## config.mk

```make
export PLATFORM = sky130hd
export DESIGN_NAME = adcsp_port
export DESIGN_NICKNAME = d
export VERILOG_FILES = /design/src/core/adcsp_pkg.sv /design/src/core/adcsp_buf.sv /design/src/core/adcsp_port.sv
export SDC_FILE = /design/constraint.sdc
export NUM_CORES = 1
export LEC_CHECK = 0
export ABC_AREA = 0
export BUFFER_PORTS_ARGS = -buffer_cell sky130_fd_sc_hd__buf_2
export CORE_MARGIN = 2
export CORE_UTILIZATION = 45
export CTS_CLUSTER_DIAMETER = 150
export DETAILED_ROUTE_END_ITERATION = 7
export PLACE_DENSITY_LB_ADDON = 0.08
export SETUP_SLACK_MARGIN = 0.1
export SLEW_MARGIN = 20
export SYNTH_ARGS = -nofsm -noshare
export SYNTH_HDL_FRONTEND = slang
export SYNTH_HIERARCHICAL = 1
export SYNTH_SLANG_ARGS = --single-unit
```

## constraint.sdc

```tcl
create_clock -name CLK_I -period 2.8 [get_ports CLK_I]
set_input_delay 0.28 -clock CLK_I [delete_from_list [all_inputs] [get_ports CLK_I]]
set_output_delay 0.28 -clock CLK_I [all_outputs]
set_load 0.05 [all_outputs]
```

## src/core/adcsp_pkg.sv

```systemverilog
package adcsp_pkg;

  // ----------------------------------------------------------------
  // word and pins
  // ----------------------------------------------------------------
  localparam int WORD_W = 22;
  localparam int LANES = 4;
  localparam int PIN_N = 4;
  localparam int PIN_SCLK = 0;
  localparam int PIN_CS = 1;
  localparam int PIN_SDI = 2;
  localparam int PIN_TRIG = 3;
  // idle level of the pins: chip select high, the rest low
  localparam logic [3:0] PIN_RST = 4'h2;

  // ----------------------------------------------------------------
  // output protocol register fields
  // ----------------------------------------------------------------
  localparam int CLKSRC_HI = 7;
  localparam int CLKSRC_LO = 6;
  localparam int RATE_BIT = 4;
  localparam int LANE_HI = 3;
  localparam int LANE_LO = 2;
  localparam int FAMILY_HI = 1;
  localparam int FAMILY_LO = 0;
  localparam logic [1:0] FAMILY_SRC = 2'h3;
  localparam logic [7:0] PROTO_CHAIN0 = 8'h00;
  localparam logic [7:0] PROTO_CHAIN1 = 8'h01;
  localparam logic [7:0] PROTO_RST = 8'h00;
  localparam logic [1:0] LANE_DUAL = 2'h2;
  localparam logic [1:0] LANE_QUAD = 2'h3;
  localparam logic [1:0] CLK_EXT = 2'h0;
  localparam logic [1:0] CLK_INT = 2'h1;
  localparam logic [1:0] CLK_DIV2 = 2'h2;

  // ----------------------------------------------------------------
  // optimal frame lengths in output clocks, and oscillator dividers
  // ----------------------------------------------------------------
  localparam logic [3:0] FRAME_LONG = 4'hA;
  localparam logic [3:0] FRAME_MID = 4'h5;
  localparam logic [3:0] FRAME_SHORT = 4'h3;
  localparam logic [7:0] DIV_ONE = 8'h01;
  localparam logic [7:0] DIV_TWO = 8'h02;
  localparam logic [7:0] DIV_FOUR = 8'h04;

  typedef enum logic [3:0] {
    ST_IDLE = 4'b0001,
    ST_SPI = 4'b0010,
    ST_SRC = 4'b0100,
    ST_END = 4'b1000
  } adcsp_state_t;

endpackage : adcsp_pkg

```

## src/core/adcsp_buf.sv

```systemverilog
`timescale 1ns/100ps
module adcsp_buf #(
  parameter int W = 22
) (
  // clock and reset
  input wire logic CLK_I,
  input wire logic NRST_I,
  // fill side
  input wire logic IN_VALID_I,
  input wire logic [W-1:0] IN_DATA_I,
  output logic IN_READY_O,
  // drain side
  output logic OUT_VALID_O,
  output logic [W-1:0] OUT_DATA_O,
  input wire logic OUT_READY_I
);

  // ----------------------------------------------------------------
  // two-entry store
  // ----------------------------------------------------------------
  logic [W-1:0] mem_r [2];
  logic wr_r;
  logic rd_r;
  logic [1:0] cnt_r;
  wire push_w = IN_VALID_I & IN_READY_O;
  wire pop_w = OUT_VALID_O & OUT_READY_I;

  assign IN_READY_O = (cnt_r != 2'h2);
  assign OUT_VALID_O = (cnt_r != 2'h0);
  assign OUT_DATA_O = mem_r[rd_r];

  always_ff @(posedge CLK_I) begin
    if (push_w) begin
      mem_r[wr_r] <= IN_DATA_I;
    end
  end

  always_ff @(posedge CLK_I) begin
    if (!NRST_I) begin
      wr_r <= 1'b0;
      rd_r <= 1'b0;
      cnt_r <= 2'h0;
    end else begin
      wr_r <= wr_r ^ push_w;
      rd_r <= rd_r ^ pop_w;
      cnt_r <= cnt_r + {1'b0, push_w} - {1'b0, pop_w};
    end
  end

endmodule : adcsp_buf

```

## src/core/adcsp_port.sv

```systemverilog
`timescale 1ns/100ps
// Functional notes
// - single rate: strobe rises, bits launch then
// - double rate: every strobe edge launches bits
// - all clock, lane, rate codes supported
// - frame lengths 10, 5 or 3 clocks
// - chaining merges output and input words
// - trigger rising edge samples the input
// - launch edge drives chain MSB out
// - capture edge shifts input into LSB when chaining
// - chip select rise decodes the chain
// - strobe pin carries the output clock
// - clock source codes: echo, osc, /2, /4
// - dual and quad launch on more lanes
module adcsp_port import adcsp_pkg::*; #(
  parameter int OSC_HALF = 1
) (
  // clock and reset
  input wire logic CLK_I,
  input wire logic NRST_I,
  // serial pins
  input wire logic SCLK_I,
  input wire logic CS_N_I,
  input wire logic SDI_I,
  input wire logic CONV_TRIG_I,
  output logic READY_STROBE_OUT_O,
  output logic [3:0] SDO_O,
  output logic [3:0] SDO_OE_O,
  // configuration
  input wire logic [7:0] OUTPUT_PROTOCOL_REGISTER_I,
  input wire logic [1:0] INPUT_PROTOCOL_REGISTER_I,
  // converter side
  output logic SAMPLE_O,
  input wire logic RESULT_VALID_I,
  input wire logic [21:0] RESULT_DATA_I,
  output logic RESULT_READY_O,
  // decoded chain contents
  output logic CHAIN_VALID_O,
  output logic [21:0] CHAIN_WORD_O
);

  // ----------------------------------------------------------------
  // helpers
  // ----------------------------------------------------------------
  function automatic logic [2:0] lane_num(input logic [1:0] code);
    lane_num = (code == LANE_QUAD) ? 3'h4 : (code == LANE_DUAL) ? 3'h2 : 3'h1;
  endfunction : lane_num

  function automatic logic [3:0] frame_clks(input logic [1:0] code, input logic ddr);
    if (code == LANE_QUAD) begin
      frame_clks = ddr ? FRAME_SHORT : FRAME_MID;
    end else if (code == LANE_DUAL) begin
      frame_clks = ddr ? FRAME_MID : FRAME_LONG;
    end else begin
      frame_clks = FRAME_LONG;
    end
  endfunction : frame_clks

  // lane 0 carries the most significant bit of each slot
  function automatic logic [3:0] lanes_out(input logic [21:0] c, input logic [2:0] n);
    case (n)
      3'h4: lanes_out = {c[18], c[19], c[20], c[21]};
      3'h2: lanes_out = {2'h0, c[20], c[21]};
      default: lanes_out = {3'h0, c[21]};
    endcase
  endfunction : lanes_out

  function automatic logic [21:0] shl(input logic [21:0] c, input logic [2:0] n, input logic b);
    case (n)
      3'h4: shl = {c[17:0], 3'h0, b};
      3'h2: shl = {c[19:0], 1'b0, b};
      default: shl = {c[20:0], b};
    endcase
  endfunction : shl

  // ----------------------------------------------------------------
  // pin synchronisers
  // ----------------------------------------------------------------
  logic [3:0] s1_r;
  logic [3:0] s2_r;
  logic [3:0] s3_r;
  logic [3:0] lvl_r;
  // a level moves only once the second and third stages agree
  wire [3:0] lvl_nxt = (s3_r & ~(s2_r ^ s3_r)) | (lvl_r & (s2_r ^ s3_r));
  wire [3:0] rise_w = lvl_nxt & ~lvl_r;
  wire [3:0] fall_w = ~lvl_nxt & lvl_r;

  always_ff @(posedge CLK_I) begin
    if (!NRST_I) begin
      s1_r <= PIN_RST;
      s2_r <= PIN_RST;
      s3_r <= PIN_RST;
      lvl_r <= PIN_RST;
    end else begin
      s1_r <= {CONV_TRIG_I, SDI_I, CS_N_I, SCLK_I};
      s2_r <= s1_r;
      s3_r <= s2_r;
      lvl_r <= lvl_nxt;
    end
  end

  wire sclk_rise = rise_w[PIN_SCLK];
  wire sclk_fall = fall_w[PIN_SCLK];
  wire cs_fall = fall_w[PIN_CS];
  wire cs_rise = rise_w[PIN_CS];
  wire trig_rise = rise_w[PIN_TRIG];
  wire sdi_w = lvl_nxt[PIN_SDI];

  // ----------------------------------------------------------------
  // result buffer
  // ----------------------------------------------------------------
  logic buf_valid;
  logic [21:0] buf_data;
  logic state_idle;

  // words wait here until a frame opens; a slow host stalls the converter
  adcsp_buf #(
    .W(WORD_W)
  ) u_buf (
    .CLK_I(CLK_I),
    .NRST_I(NRST_I),
    .IN_VALID_I(RESULT_VALID_I),
    .IN_DATA_I(RESULT_DATA_I),
    .IN_READY_O(RESULT_READY_O),
    .OUT_VALID_O(buf_valid),
    .OUT_DATA_O(buf_data),
    .OUT_READY_I(cs_fall & state_idle)
  );

  // ----------------------------------------------------------------
  // configuration decode
  // ----------------------------------------------------------------
  adcsp_state_t state_r;
  adcsp_state_t state_nxt;
  logic [7:0] cfg_r;
  logic [1:0] ipr_r;
  logic [21:0] chain_r;
  logic [3:0] sdo_r;
  logic rvs_r;
  logic [3:0] clocks_r;
  logic [7:0] div_cnt_r;
  logic sample_r;
  logic chain_valid_r;
  logic [21:0] chain_word_r;

  // fields are latched at frame start so a mid-frame write cannot tear it
  wire [7:0] cfg_w = state_idle ? OUTPUT_PROTOCOL_REGISTER_I : cfg_r;
  wire [1:0] ipr_w = state_idle ? INPUT_PROTOCOL_REGISTER_I : ipr_r;
  wire src_w = (cfg_w[FAMILY_HI:FAMILY_LO] == FAMILY_SRC);
  wire chain_w = (cfg_w == PROTO_CHAIN0) || (cfg_w == PROTO_CHAIN1);
  wire ddr_w = cfg_w[RATE_BIT];
  wire [1:0] clksel_w = cfg_w[CLKSRC_HI:CLKSRC_LO];
  wire [2:0] nl_w = lane_num(cfg_w[LANE_HI:LANE_LO]);
  wire [3:0] frame_w = frame_clks(cfg_w[LANE_HI:LANE_LO], ddr_w);
  wire [7:0] div_w = (clksel_w == CLK_INT) ? DIV_ONE :
                     (clksel_w == CLK_DIV2) ? DIV_TWO : DIV_FOUR;
  wire [7:0] div_lim_w = 8'(OSC_HALF) * div_w - 8'h01;
  wire cpha_w = ipr_w[0];
  wire cap_rising_w = (ipr_w[1] == ipr_w[0]);

  assign state_idle = (state_r == ST_IDLE);
  wire st_spi = (state_r == ST_SPI);
  wire st_src = (state_r == ST_SRC);

  // ----------------------------------------------------------------
  // edge selection
  // ----------------------------------------------------------------
  wire cap_w = st_spi & (cap_rising_w ? sclk_rise : sclk_fall);
  wire launch_spi_w = st_spi & (cap_rising_w ? sclk_fall : sclk_rise);
  wire div_en_w = (div_cnt_r == div_lim_w);
  wire tick_w = st_src & ((clksel_w == CLK_EXT) ? (sclk_rise | sclk_fall) : div_en_w);
  wire launch_src_w = tick_w & (!rvs_r | ddr_w);
  wire last_w = tick_w & rvs_r & (clocks_r + 4'h1 == frame_w);
  wire [21:0] load_w = buf_valid ? buf_data : chain_r;

  always_comb begin
    state_nxt = state_r;
    unique case (state_r)
      ST_IDLE: begin
        if (cs_fall) begin
          state_nxt = src_w ? ST_SRC : ST_SPI;
        end
      end
      ST_SPI: begin
        if (cs_rise) begin
          state_nxt = ST_IDLE;
        end
      end
      ST_SRC: begin
        if (cs_rise) begin
          state_nxt = ST_IDLE;
        end else if (last_w) begin
          state_nxt = ST_END;
        end
      end
      ST_END: begin
        if (cs_rise) begin
          state_nxt = ST_IDLE;
        end
      end
      default: state_nxt = ST_IDLE;
    endcase
  end

  // ----------------------------------------------------------------
  // frame engine
  // ----------------------------------------------------------------
  always_ff @(posedge CLK_I) begin
    if (!NRST_I) begin
      state_r <= ST_IDLE;
      cfg_r <= PROTO_RST;
      ipr_r <= 2'h0;
    end else begin
      state_r <= state_nxt;
      cfg_r <= cfg_w;
      ipr_r <= ipr_w;
    end
  end

  always_ff @(posedge CLK_I) begin
    if (!NRST_I) begin
      chain_r <= 22'h0;
      sdo_r <= 4'h0;
    end else if (state_idle && cs_fall) begin
      chain_r <= load_w;
      sdo_r <= (!src_w && !cpha_w) ? lanes_out(load_w, nl_w) : 4'h0;
    end else if (cap_w) begin
      chain_r <= shl(chain_r, nl_w, chain_w & sdi_w);
    end else if (launch_spi_w) begin
      sdo_r <= lanes_out(chain_r, nl_w);
    end else if (launch_src_w) begin
      sdo_r <= lanes_out(chain_r, nl_w);
      chain_r <= shl(chain_r, nl_w, 1'b0);
    end
  end

  // strobe stays low outside source-synchronous frames
  always_ff @(posedge CLK_I) begin
    if (!NRST_I) begin
      rvs_r <= 1'b0;
      clocks_r <= 4'h0;
      div_cnt_r <= 8'h00;
    end else if (!st_src) begin
      rvs_r <= 1'b0;
      clocks_r <= state_idle ? 4'h0 : clocks_r;
      div_cnt_r <= 8'h00;
    end else begin
      div_cnt_r <= div_en_w ? 8'h00 : div_cnt_r + 8'h01;
      if (tick_w) begin
        rvs_r <= ~rvs_r;
        clocks_r <= rvs_r ? clocks_r + 4'h1 : clocks_r;
      end
    end
  end

  always_ff @(posedge CLK_I) begin
    if (!NRST_I) begin
      sample_r <= 1'b0;
      chain_valid_r <= 1'b0;
      chain_word_r <= 22'h0;
    end else begin
      sample_r <= trig_rise;
      chain_valid_r <= st_spi & cs_rise;
      if (st_spi && cs_rise) begin
        chain_word_r <= chain_r;
      end
    end
  end

  // ----------------------------------------------------------------
  // outputs
  // ----------------------------------------------------------------
  // drivers only while this device's chip select is low, so a star bus
  // never sees two devices driving at once
  wire [3:0] lane_mask_w = (nl_w == 3'h4) ? 4'hF : (nl_w == 3'h2) ? 4'h3 : 4'h1;
  assign SDO_OE_O = state_idle ? 4'h0 : lane_mask_w;
  assign SDO_O = sdo_r;
  assign READY_STROBE_OUT_O = rvs_r;
  assign SAMPLE_O = sample_r;
  assign CHAIN_VALID_O = chain_valid_r;
  assign CHAIN_WORD_O = chain_word_r;
endmodule : adcsp_port

```

==> impl_results.md, run 1 <==
- Run status: finished with violations
- Failing checks: setup timing
- Slowest stage delay, CP: 0.36 ns
- Net count, final: 780
- Sw Share: 25.1%
- Global-route wire length before repair: 23800 um
- Compound-Gate Fraction of Synth Area: 14.8%
- Worst setup EP type: flip-flop
- Flop pwr share: 44.0%
- Commonest non-fill, non-tap cell in the layout: nand2_1
- GP Congestion: 0.835
- Initial Utilization: 46.4%
- Post-route ant nets: 0
- Worst hold path class: input port to flip-flop
- Clock power frac: 45.6%
- Area post-placement: 7180 sq um
- Vias in the first global route: 4699
- Critical path origin: state_r[3]$_SDFFE_PN0P_
- FF-to-FF Start: state_r[3]$_SDFFE_PN0P_
- Number of port buffers: 72
- Top Ports: 73
- TritonCTS clock tree: built
- Final worst slack: -0.00353 ns
- Drt drc: 0
- Pwr/cell area: 627 nW/um^2
- Final worst path period need: 2.80 ns
- Antenna Cells: 0
- Seq/Total Area, Yosys: 50.3%
- Core box area: 14000 sq um
- Leakage: 3.14 nW
- Vias per inst: 5.32
- Row count: 43
- Design Power: 5.03 mW
- Largest net degree at the start of global routing: 39
- CP top delay family: compound AO/OA/AOI/OAI gates
- Setup TNS Final: -0.00641 ns
- Filler instances: 1213
- Crit Path Max Fanout: 8
- Root Driver: clkbuf_16
- Synth unique cells: 64
- Setup CP Type: flip-flop to flip-flop
- Buf+Inv Stages, Crit Path: 2
- Post-route cell area: 8020 sq um
- Crit-path most repeated cell: nor4b_4
- Comb pwr share: 10.3%
- Avg Cell Area, Syn: 10.1 sq um
- Area Overhead vs Synth: 23.7%
- Post-Route WL: 14800 um
- Cells along the critical path: nor4b_4, buf_12, mux2i_4, ha_4, xnor2_4, nor4b_4, o21a_1, a31o_4, buf_8, nand2b_4, o221a_2
- Initial antenna violation count: 0
- Async SR Flop Fraction: 0%
- CP Launch Type: flip-flop
- Width of the die: 124 um
- Synth Warn #: 6
- P_int: 3.77 mW
- Layout cells sized above 1: 27.4%
- Worst slew margin relative to its limit: 52.2%
- Synth Net Count: 685
- DRT Pass-1 Iters: 5
- Mux cell area share after synthesis: 8.09%
- Detailed Place HPWL: 10300 um
- Worst-skew pair later-pin latency: 0.42 ns
- Simple-Gate Fraction of Synth Area: 19.3%
- Wire per inst: 16.0 um
- Register clock-pin slew on the reported worst setup and hold paths: 0.07 ns
- Congestion Overflow GR: 0
- Sink Count: 141
- Final hold violations: 0
- Slew Limit Fails: 0
- Hold path startpoint: RESULT_DATA_I[14]
- Period utilization: 100%
- Number of synthesized flops with an enable pin: 44
- Slowest CP cell: nor4b_4
- # H-tree levels: 4
- RSZ-0062 raised after global routing: yes
- Post-synth top flop: dfxtp_1
- Adder-Cell Fraction of Synth Area: 1.51%
- Max clock buf depth: 2
- Final setup viols: 3
- Syn Inst Count: 639
- Post-Synth XOR/XNOR Area: 2.57%
- Clock Skews: 0.0106 ns
- Die H: 124 um
- Post-synthesis cell area: 6480 sq um
- CTS buffer count: 17
- Critical Path AT: 3.12 ns
- Via count: 4935
- Synthesized flop and latch total: 141
- Main area contributors after synthesis: dfxtp_1 30%, edfxtp_1 20%, nand2_1 6.7%
- Yosys top cell area share: 29.9%
- Fmax: 357 MHz
- Worst EP required: 3.11 ns
- Sw power: 1.26 mW
- Hold bufs inserted after CTS: 0
- Worst-margin pin slew: 0.708 ns
- Iter 0 DRT Violations: 333
- Highest-count cells in the layout ignoring fill and taps: 115 x nand2_1, 96 x dfxtp_1, 72 x buf_2, 44 x edfxtp_1, 36 x nor2_1
- Yosys top cell by area: dfxtp_1
- Post-Place Worst Slack: -0.506 ns
- Max VDD drop: 0.000460 V
- Largest family of logic cells by synthesized area: simple AND/OR/NAND/NOR gates
- Total global routing track utilization: 20.3%
- Die footprint: 15400 sq um
- Max Cap Viol: 0
[Yosys cell counts, drive strengths merged (9+ instances only)]
| master | n |
|---|---|
| xnor2 | 10 |
| buf | 15 |
| edfxtp | 44 |
| xor2 | 9 |
| nor2b | 15 |
| clkbuf | 22 |
| a21oi | 11 |
| inv | 10 |
| o21ai | 15 |
| nand3 | 13 |
| o22ai | 9 |
| mux2 | 25 |
| mux2i | 23 |
| dfxtp | 97 |
| a21boi | 31 |
| and2 | 19 |
| and3 | 17 |
| nand2 | 116 |
| nor2 | 37 |
[cell type report]
cell class	instances	area, sq um	area share, %
clock buffer	18	429	5.35
clock inverter	14	173	2.15
inverter	10	42.5	0.530
multi-input combinational	452	3180	39.6
sequential	141	3260	40.7
tap	180	225	2.81
timing repair buffer	112	709	8.85
[stage by stage]
step / cells / hold slack (ns) / util, %
final: 927 / 0.0454 / 57.3
after global routing: 927 / 0.0323 / 57.3
after CTS: 924 / 0.0323 / 56.6
after detailed placement: 886 / 0.404 / 51.3
after global placement: 886 / 0.398 / 51.3
after floorplan: 639 / 0.379 / -
[state kept, by name, summed over array words and instances (netlist names), 4 cells and up, named ones only]
name and flops:
state_r 4, div_cnt_r 8, SDO_O 4, clocks_r 4, s2_r 4, CHAIN_WORD_O 22, chain_r 22, s1_r 4
lvl_r 4, s3_r 4, u_buf/mem_r 44, cfg_r 7
[per-layer routing]
metal  vias up  track usage, %  wire length [um]
li1       2491               -                 -
met2       130            29.6              6520
met4         0            7.30               135
met5         -               0                 0
met3        10            4.30               734
met1      2304            29.5              7410
[what timing repair did]
item | CTS | global route
pin swaps | 5 | 9
setup buffers | 5 | 3
cloned | 1 | 0
gates resized for setup | 15 | 16
endpoints found under the setup margin | 31 | 31
[power groups by stage]
stage	registers (mW)	clock network, mW	logic, mW
after floorplan	2.25	0	0.323
after global placement	2.26	0	0.461
after detailed placement	2.26	0	0.468
after CTS	2.22	2.33	0.494
after global routing	2.22	2.43	0.562
final	2.22	2.30	0.520
[cell families (layout without fill, tap and decap cells)]
| logic type | count (synthesis) | after routing |
|---|---|---|
| xor+xnor | 19 | 19 |
| buf+inv | 47 | 154 |
| flops | 141 | 141 |
| mux | 48 | 48 |
| simple gates | 250 | 251 |
| fa+ha+maj | 8 | 8 |
| compound gates | 126 | 126 |
[path summary, 6_finish.rpt]
kind	depth (start not counted)	endpoint	slack, ns
min reg2reg	1	s2_r[1]$_SDFF_PN1_	0.41
max reg2reg	11	chain_r[5]$_SDFFE_PN0P_	-0.004
min	1	u_buf/mem_r[1][14]$_DFFE_PP_	0.05
max	11	chain_r[5]$_SDFFE_PN0P_	-0.004
Power figures use the tool's default switching activity.
==> inputs of run 2 (changes only) <==
--- a/config.mk
+++ b/config.mk
@@ -7,8 +7,10 @@
 export LEC_CHECK = 0
 export ABC_AREA = 0
 export BUFFER_PORTS_ARGS = -buffer_cell sky130_fd_sc_hd__buf_2
+export CELL_PAD_IN_SITES_DETAIL_PLACEMENT = 2
+export CELL_PAD_IN_SITES_GLOBAL_PLACEMENT = 2
 export CORE_MARGIN = 2
-export CORE_UTILIZATION = 45
+export CORE_UTILIZATION = 34
 export CTS_CLUSTER_DIAMETER = 150
 export DETAILED_ROUTE_END_ITERATION = 7
 export PLACE_DENSITY_LB_ADDON = 0.08
==> impl_results.md, run 2 (synthesis gave the netlist of run 1 again) <==
- Layout cells sized above 1: 27.8% (was 27.4%)
- Antenna Cells: 0 (unchanged)
- Vias in the first global route: 5711 (was 4699)
- Leakage: 3.13 nW (was 3.14 nW)
- Initial antenna violation count: 0 (unchanged)
- Row count: 50 (was 43)
- Pwr/cell area: 613 nW/um^2 (was 627 nW/um^2)
- GP Congestion: 0.783 (was 0.835)
- Width of the die: 142 um (was 124 um)
- Worst slew margin relative to its limit: 50.7% (was 52.2%)
- Top Ports: 73 (unchanged)
- Worst-margin pin slew: 0.738 ns (was 0.708 ns)
- # H-tree levels: 4 (unchanged)
- Commonest non-fill, non-tap cell in the layout: nand2_1 (unchanged)
- Period utilization: 97.0% (was 100%)
- Detailed Place HPWL: 14000 um (was 10300 um)
- Worst setup EP type: flip-flop (unchanged)
- Run status: completed (was finished with violations)
- Design Power: 4.97 mW (was 5.03 mW)
- Total global routing track utilization: 20.2% (was 20.3%)
- CTS buffer count: 17 (unchanged)
- Fmax: 368 MHz (was 357 MHz)
- RSZ-0062 raised after global routing: yes (unchanged)
- Worst EP required: 3.12 ns (was 3.11 ns)
- Final setup viols: 0 (was 3)
- Initial Utilization: 34.7% (was 46.4%)
- Post-Route WL: 19700 um (was 14800 um)
- Register clock-pin slew on the reported worst setup and hold paths: 0.07 ns (about the same)
- Largest Register: u_buf/mem_r (unchanged)
- Iter 0 DRT Violations: 186 (was 333)
- Final hold violations: 0 (unchanged)
- Filler instances: 1977 (was 1213)
- Drt drc: 0 (unchanged)
- Sink Count: 141 (unchanged)
- Die footprint: 20200 sq um (was 15400 sq um)
- Net count, final: 784 (was 780)
- Highest-count cells in the layout ignoring fill and taps: 113 x nand2_1, 95 x dfxtp_1, 72 x buf_2, 44 x edfxtp_1, 38 x buf_4 (was 115 x nand2_1, 96 x dfxtp_1, 72 x buf_2, 44 x edfxtp_1, 36 x nor2_1)
- Area Overhead vs Synth: 25.0% (was 23.7%)
- Seq. cell area: 3270 sq um (was 3260 sq um)
- Setup CP Type: flip-flop to flip-flop (unchanged)
- Wire per inst: 20.0 um (was 16.0 um)
- Post-route ant nets: 0 (unchanged)
- Clock Skews: 0.00855 ns (was 0.0106 ns)
- Multi-input gate area: 3200 sq um (was 3180 sq um)
- Largest net degree at the start of global routing: 30 (was 39)
- Core box area: 18700 sq um (was 14000 sq um)
- Congestion Overflow GR: 0 (unchanged)
- Max Cap Viol: 0 (unchanged)
- Max VDD drop: 0.000404 V (was 0.000460 V)
- Number of port buffers: 72 (unchanged)
- TritonCTS clock tree: built (unchanged)
- Area post-placement: 7260 sq um (was 7180 sq um)
- Hold_ws: 0.0357 ns (was 0.0454 ns)
- Post-route cell area: 8110 sq um (was 8020 sq um)
- DRT Pass-1 Iters: 4 (was 5)
- CP Launch Type: flip-flop (unchanged)
- Vias per inst: 5.29 (was 5.32)
- Crit Path Max Fanout: 13 (was 8)
- Setup TNS Final: 0 ns (was -0.00641 ns)
- Worst hold path class: input port to flip-flop (unchanged)
- Via count: 5207 (was 4935)
- Final worst path period need: 2.72 ns (was 2.80 ns)
- Max FFs per register: 44 (unchanged)
- Slew Limit Fails: 0 (unchanged)
- Max clock buf depth: 2 (unchanged)
- Hold bufs inserted after CTS: 0 (unchanged)
- Cells after DPL: 943 (was 886)
- Global-route wire length before repair: 31400 um (was 23800 um)
- Worst-skew pair later-pin latency: 0.43 ns (was 0.42 ns)
- Non-filler cells, final: 985 (was 927)
- Root Driver: clkbuf_16 (unchanged)
- Critical Path AT: 3.03 ns (was 3.12 ns)
- Die H: 142 um (was 124 um)
## run 2: changes by cell type in the layout (fill, tap and decap cells not counted), moves of 2 or more
cell        previous run  this run
o221a_2                4         0
o221a_4                2         6
inv_8                  3         0
inv_6                  7         4
buf_6                  1         4
nand2_1              115       113
nand2_2                1         3
clkinvlp_4             0         3
clkinv_2               0         2
buf_4                 35        38
o21ai_2                2         0
clkbuf_8               0         2
a21boi_1               3         1
## run 2: per-stage QoR
stage                     setup slack, ns  util, %
after global placement             -0.370     38.8
after floorplan                    -0.177        -
after CTS                           0.103     42.5
after global routing              -0.0419     43.3
after detailed placement           -0.518     38.8
final                              0.0844     43.3
## run 2: per-layer routing
| metal | GRT usage, % | routed length (um) | part of all wire [%] | vias up |
|---|---|---|---|---|
| li1 | - | - | - | 2494 |
| met1 | 26.7 | 9410 | 48 | 2604 |
| met2 | 34.0 | 9470 | 48 | 95 |
| met3 | 4.04 | 618 | 3.1 | 14 |
| met4 | 5.37 | 210 | 1.1 | 0 |
| met5 | 0 | 0 | 0 | - |
## run 2: path summary, 6_finish.rpt
path                                   to  cells after the start  slack (ns)                    start
min          u_buf/mem_r[0][10]$_DFFE_PP_                      1        0.04        RESULT_DATA_I[10]
min reg2reg            s2_r[1]$_SDFF_PN1_                      1        0.41       s1_r[1]$_SDFF_PN1_
max reg2reg      chain_r[10]$_SDFFE_PN0P_                     12        0.08  state_r[3]$_SDFFE_PN0P_
max              chain_r[10]$_SDFFE_PN0P_                     12        0.08  state_r[3]$_SDFFE_PN0P_
## run 2: cell type report
type,instances,area share [%]
clock buffers,20,5.63
clock inverters,12,1.39
inverters,10,0.525
multi-input cells,452,39.5
flip-flops and latches,141,40.3
well taps,234,3.61
repair buffers,116,9.02
## run 2: worst max-delay path, stage by stage (launching register included)
cell and delay [ns]:
dfxtp_2 0.33, nor4b_4 0.27, buf_6 0.16, inv_6 0.04
mux2i_4 0.19, ha_4 0.27, xnor2_4 0.19, nor4b_4 0.07
o21a_1 0.20, a31o_4 0.25, buf_12 0.15, nand2b_4 0.19
o221a_4 0.29
## run 2: repair_timing
item | CTS | global route
buffers inserted | 6 | 3
pin swaps | 4 | 4
gates cloned | 1 | 0
resized for setup | 15 | 22
setup endpoints to repair | 31 | 31
## run 2: power breakdown
part / switching (mW) / leakage (nW) / internal, mW
logic: 0.312 / 1.65 / 0.236
registers: 0.0354 / 1.20 / 2.19
clock network: 0.925 / 0.274 / 1.28
==> inputs of run 3 (changes only) <==
--- a/config.mk
+++ b/config.mk
@@ -14,6 +14,7 @@
 export CTS_CLUSTER_DIAMETER = 150
 export DETAILED_ROUTE_END_ITERATION = 7
 export PLACE_DENSITY_LB_ADDON = 0.08
+export RECOVER_POWER = 100
 export SETUP_SLACK_MARGIN = 0.1
 export SLEW_MARGIN = 20
 export SYNTH_ARGS = -nofsm -noshare
==> impl_results.md, run 3 (synthesis gave the netlist of run 1 again) <==
- Hold bufs inserted after CTS: 0 (unchanged)
- Core box area: 18700 sq um (unchanged)
- Initial Utilization: 34.7% (unchanged)
- DRT Pass-1 Iters: 4 (unchanged)
- Clock Skews: 0.00793 ns (was 0.00855 ns)
- Root Driver: clkbuf_16 (unchanged)
- Wire per inst: 20.0 um (about the same)
- Sink Count: 141 (unchanged)
- Max VDD drop: 0.000405 V (was 0.000404 V)
- Final hold violations: 0 (unchanged)
- Die H: 142 um (unchanged)
- Critical Path AT: 3.04 ns (was 3.03 ns)
- Pwr/cell area: 615 nW/um^2 (was 613 nW/um^2)
- Max clock buf depth: 2 (unchanged)
- Number of port buffers: 72 (unchanged)
- Filler instances: 1988 (was 1977)
- Initial antenna violation count: 0 (unchanged)
- Fmax: 368 MHz (about the same)
- Global-route wire length before repair: 31400 um (unchanged)
- Slew Limit Fails: 0 (unchanged)
- Layout cells sized above 1: 25.6% (was 27.8%)
- Final worst path period need: 2.72 ns (about the same)
- Total global routing track utilization: 20.2% (unchanged)
- Net count, final: 784 (unchanged)
- GR peak layer: met2 (unchanged)
- Vias in the first global route: 5711 (unchanged)
- Run status: completed (unchanged)
- Worst setup EP type: flip-flop (unchanged)
- Antenna Cells: 0 (unchanged)
- Iter 0 DRT Violations: 184 (was 186)
- Highest-count cells in the layout ignoring fill and taps: 113 x nand2_1, 95 x dfxtp_1, 56 x buf_2, 44 x edfxtp_1, 37 x buf_4 (was 113 x nand2_1, 95 x dfxtp_1, 72 x buf_2, 44 x edfxtp_1, 38 x buf_4)
- # H-tree levels: 4 (unchanged)
- RSZ-0062 raised after global routing: yes (unchanged)
- Detailed Place HPWL: 14000 um (unchanged)
- Largest net degree at the start of global routing: 30 (unchanged)
- Leakage: 3.07 nW (was 3.13 nW)
- Vias per inst: 5.30 (was 5.29)
- Grt met1 use: 26.7% (unchanged)
- CP Launch Type: flip-flop (unchanged)
- Post-Place Worst Slack: -0.518 ns (unchanged)
- Max FFs per register: 44 (unchanged)
- CTS buffer count: 17 (unchanged)
- Worst hold path class: input port to flip-flop (unchanged)
- Crit Path Max Fanout: 13 (unchanged)
- Setup TNS Final: 0 ns (unchanged)
- Congestion Overflow GR: 0 (unchanged)
- Max Cap Viol: 0 (unchanged)
- Register clock-pin slew on the reported worst setup and hold paths: 0.07 ns (about the same)
- Top Ports: 73 (unchanged)
- Worst-margin pin slew: 0.738 ns (about the same)
- Commonest non-fill, non-tap cell in the layout: nand2_1 (unchanged)
- Area Overhead vs Synth: 24.6% (was 25.0%)
- TritonCTS clock tree: built (unchanged)
- Final worst slack: 0.0821 ns (was 0.0844 ns)
- Row count: 50 (unchanged)
- Worst EP required: 3.12 ns (about the same)
- GP Congestion: 0.783 (unchanged)
- Via count: 5218 (was 5207)
- Met2 usage: 34.0% (unchanged)
- Met3 Use GR: 4.04% (unchanged)
- Final setup viols: 0 (unchanged)
- Setup CP Type: flip-flop to flip-flop (unchanged)
- Drt drc: 0 (unchanged)
- Die footprint: 20200 sq um (unchanged)
- Post-route cell area: 8080 sq um (was 8110 sq um)
- Largest Register: u_buf/mem_r (unchanged)
- Worst slew margin relative to its limit: 50.7% (about the same)
- Post-Route WL: 19700 um (about the same)
- Worst-skew pair later-pin latency: 0.43 ns (about the same)
- Period utilization: 97.1% (was 97.0%)
- Post-route ant nets: 0 (unchanged)
- Area post-placement: 7260 sq um (unchanged)
- Width of the die: 142 um (unchanged)
==> run 3: cell types whose count changed in the layout (fill, tap and decap cells not counted) <==
cell / previous run / this run
and2_0: 1 / 7
and2_1: 18 / 12
buf_2: 72 / 56
buf_4: 38 / 37
clkbuf_1: 1 / 18
==> run 3: critical path, cell delays in order, from the launching register on <==
cell and delay, ns:
dfxtp_2 0.33, nor4b_4 0.27, buf_6 0.16, inv_6 0.04
mux2i_4 0.19, ha_4 0.27, xnor2_4 0.19, nor4b_4 0.07
o21a_1 0.20, a31o_4 0.25, buf_12 0.15, nand2b_4 0.19
o221a_4 0.29
==> run 3: cell type report <==
class | count | area (sq um) | area share [%]
repair buffers | 116 | 707 | 8.75
multi-input cells | 452 | 3200 | 39.7
flip-flops and latches | 141 | 3270 | 40.4
clock inverters | 12 | 113 | 1.39
inverters | 10 | 42.5 | 0.526
clock buffers | 20 | 457 | 5.65
well taps | 234 | 293 | 3.62
==> run 3: per-stage QoR <==
stage,util (%),instances,power [mW],hold WS [ns]
finish,43.2,985,4.97,0.0355
global route,43.2,985,5.15,0.0188
CTS,42.5,982,5.00,0.0136
detailed placement,38.8,943,2.76,0.401
global placement,38.8,943,2.73,0.395
floorplan,-,639,2.57,0.379
==> run 3: path summary, 6_finish.rpt <==
check                               start  depth (start not counted)                      endpoint  slack [ns]
setup / recovery  state_r[3]$_SDFFE_PN0P_                         12      chain_r[10]$_SDFFE_PN0P_        0.08
hold / removal          RESULT_DATA_I[10]                          1  u_buf/mem_r[0][10]$_DFFE_PP_        0.04
setup reg to reg  state_r[3]$_SDFFE_PN0P_                         12      chain_r[10]$_SDFFE_PN0P_        0.08
hold reg to reg        s1_r[1]$_SDFF_PN1_                          1            s2_r[1]$_SDFF_PN1_        0.41
==> run 3: report_power, final <==
group / switching (mW) / internal, mW
clock: 0.924 / 1.28
combinational: 0.313 / 0.232
sequential: 0.0354 / 2.19
total: 1.27 / 3.70
==> run 3: layer usage <==
layer	up-vias	share of wire, %
met5	-	0
met4	0	1.1
met3	16	3.1
met2	90	48
met1	2616	48
li1	2496	-
==> run 3: repair_timing <==
item | CTS | global route
pin swaps | 4 | 4
setup endpoints to repair | 31 | 31
buffers inserted | 6 | 3
gates cloned | 1 | 0
resized for setup | 15 | 22
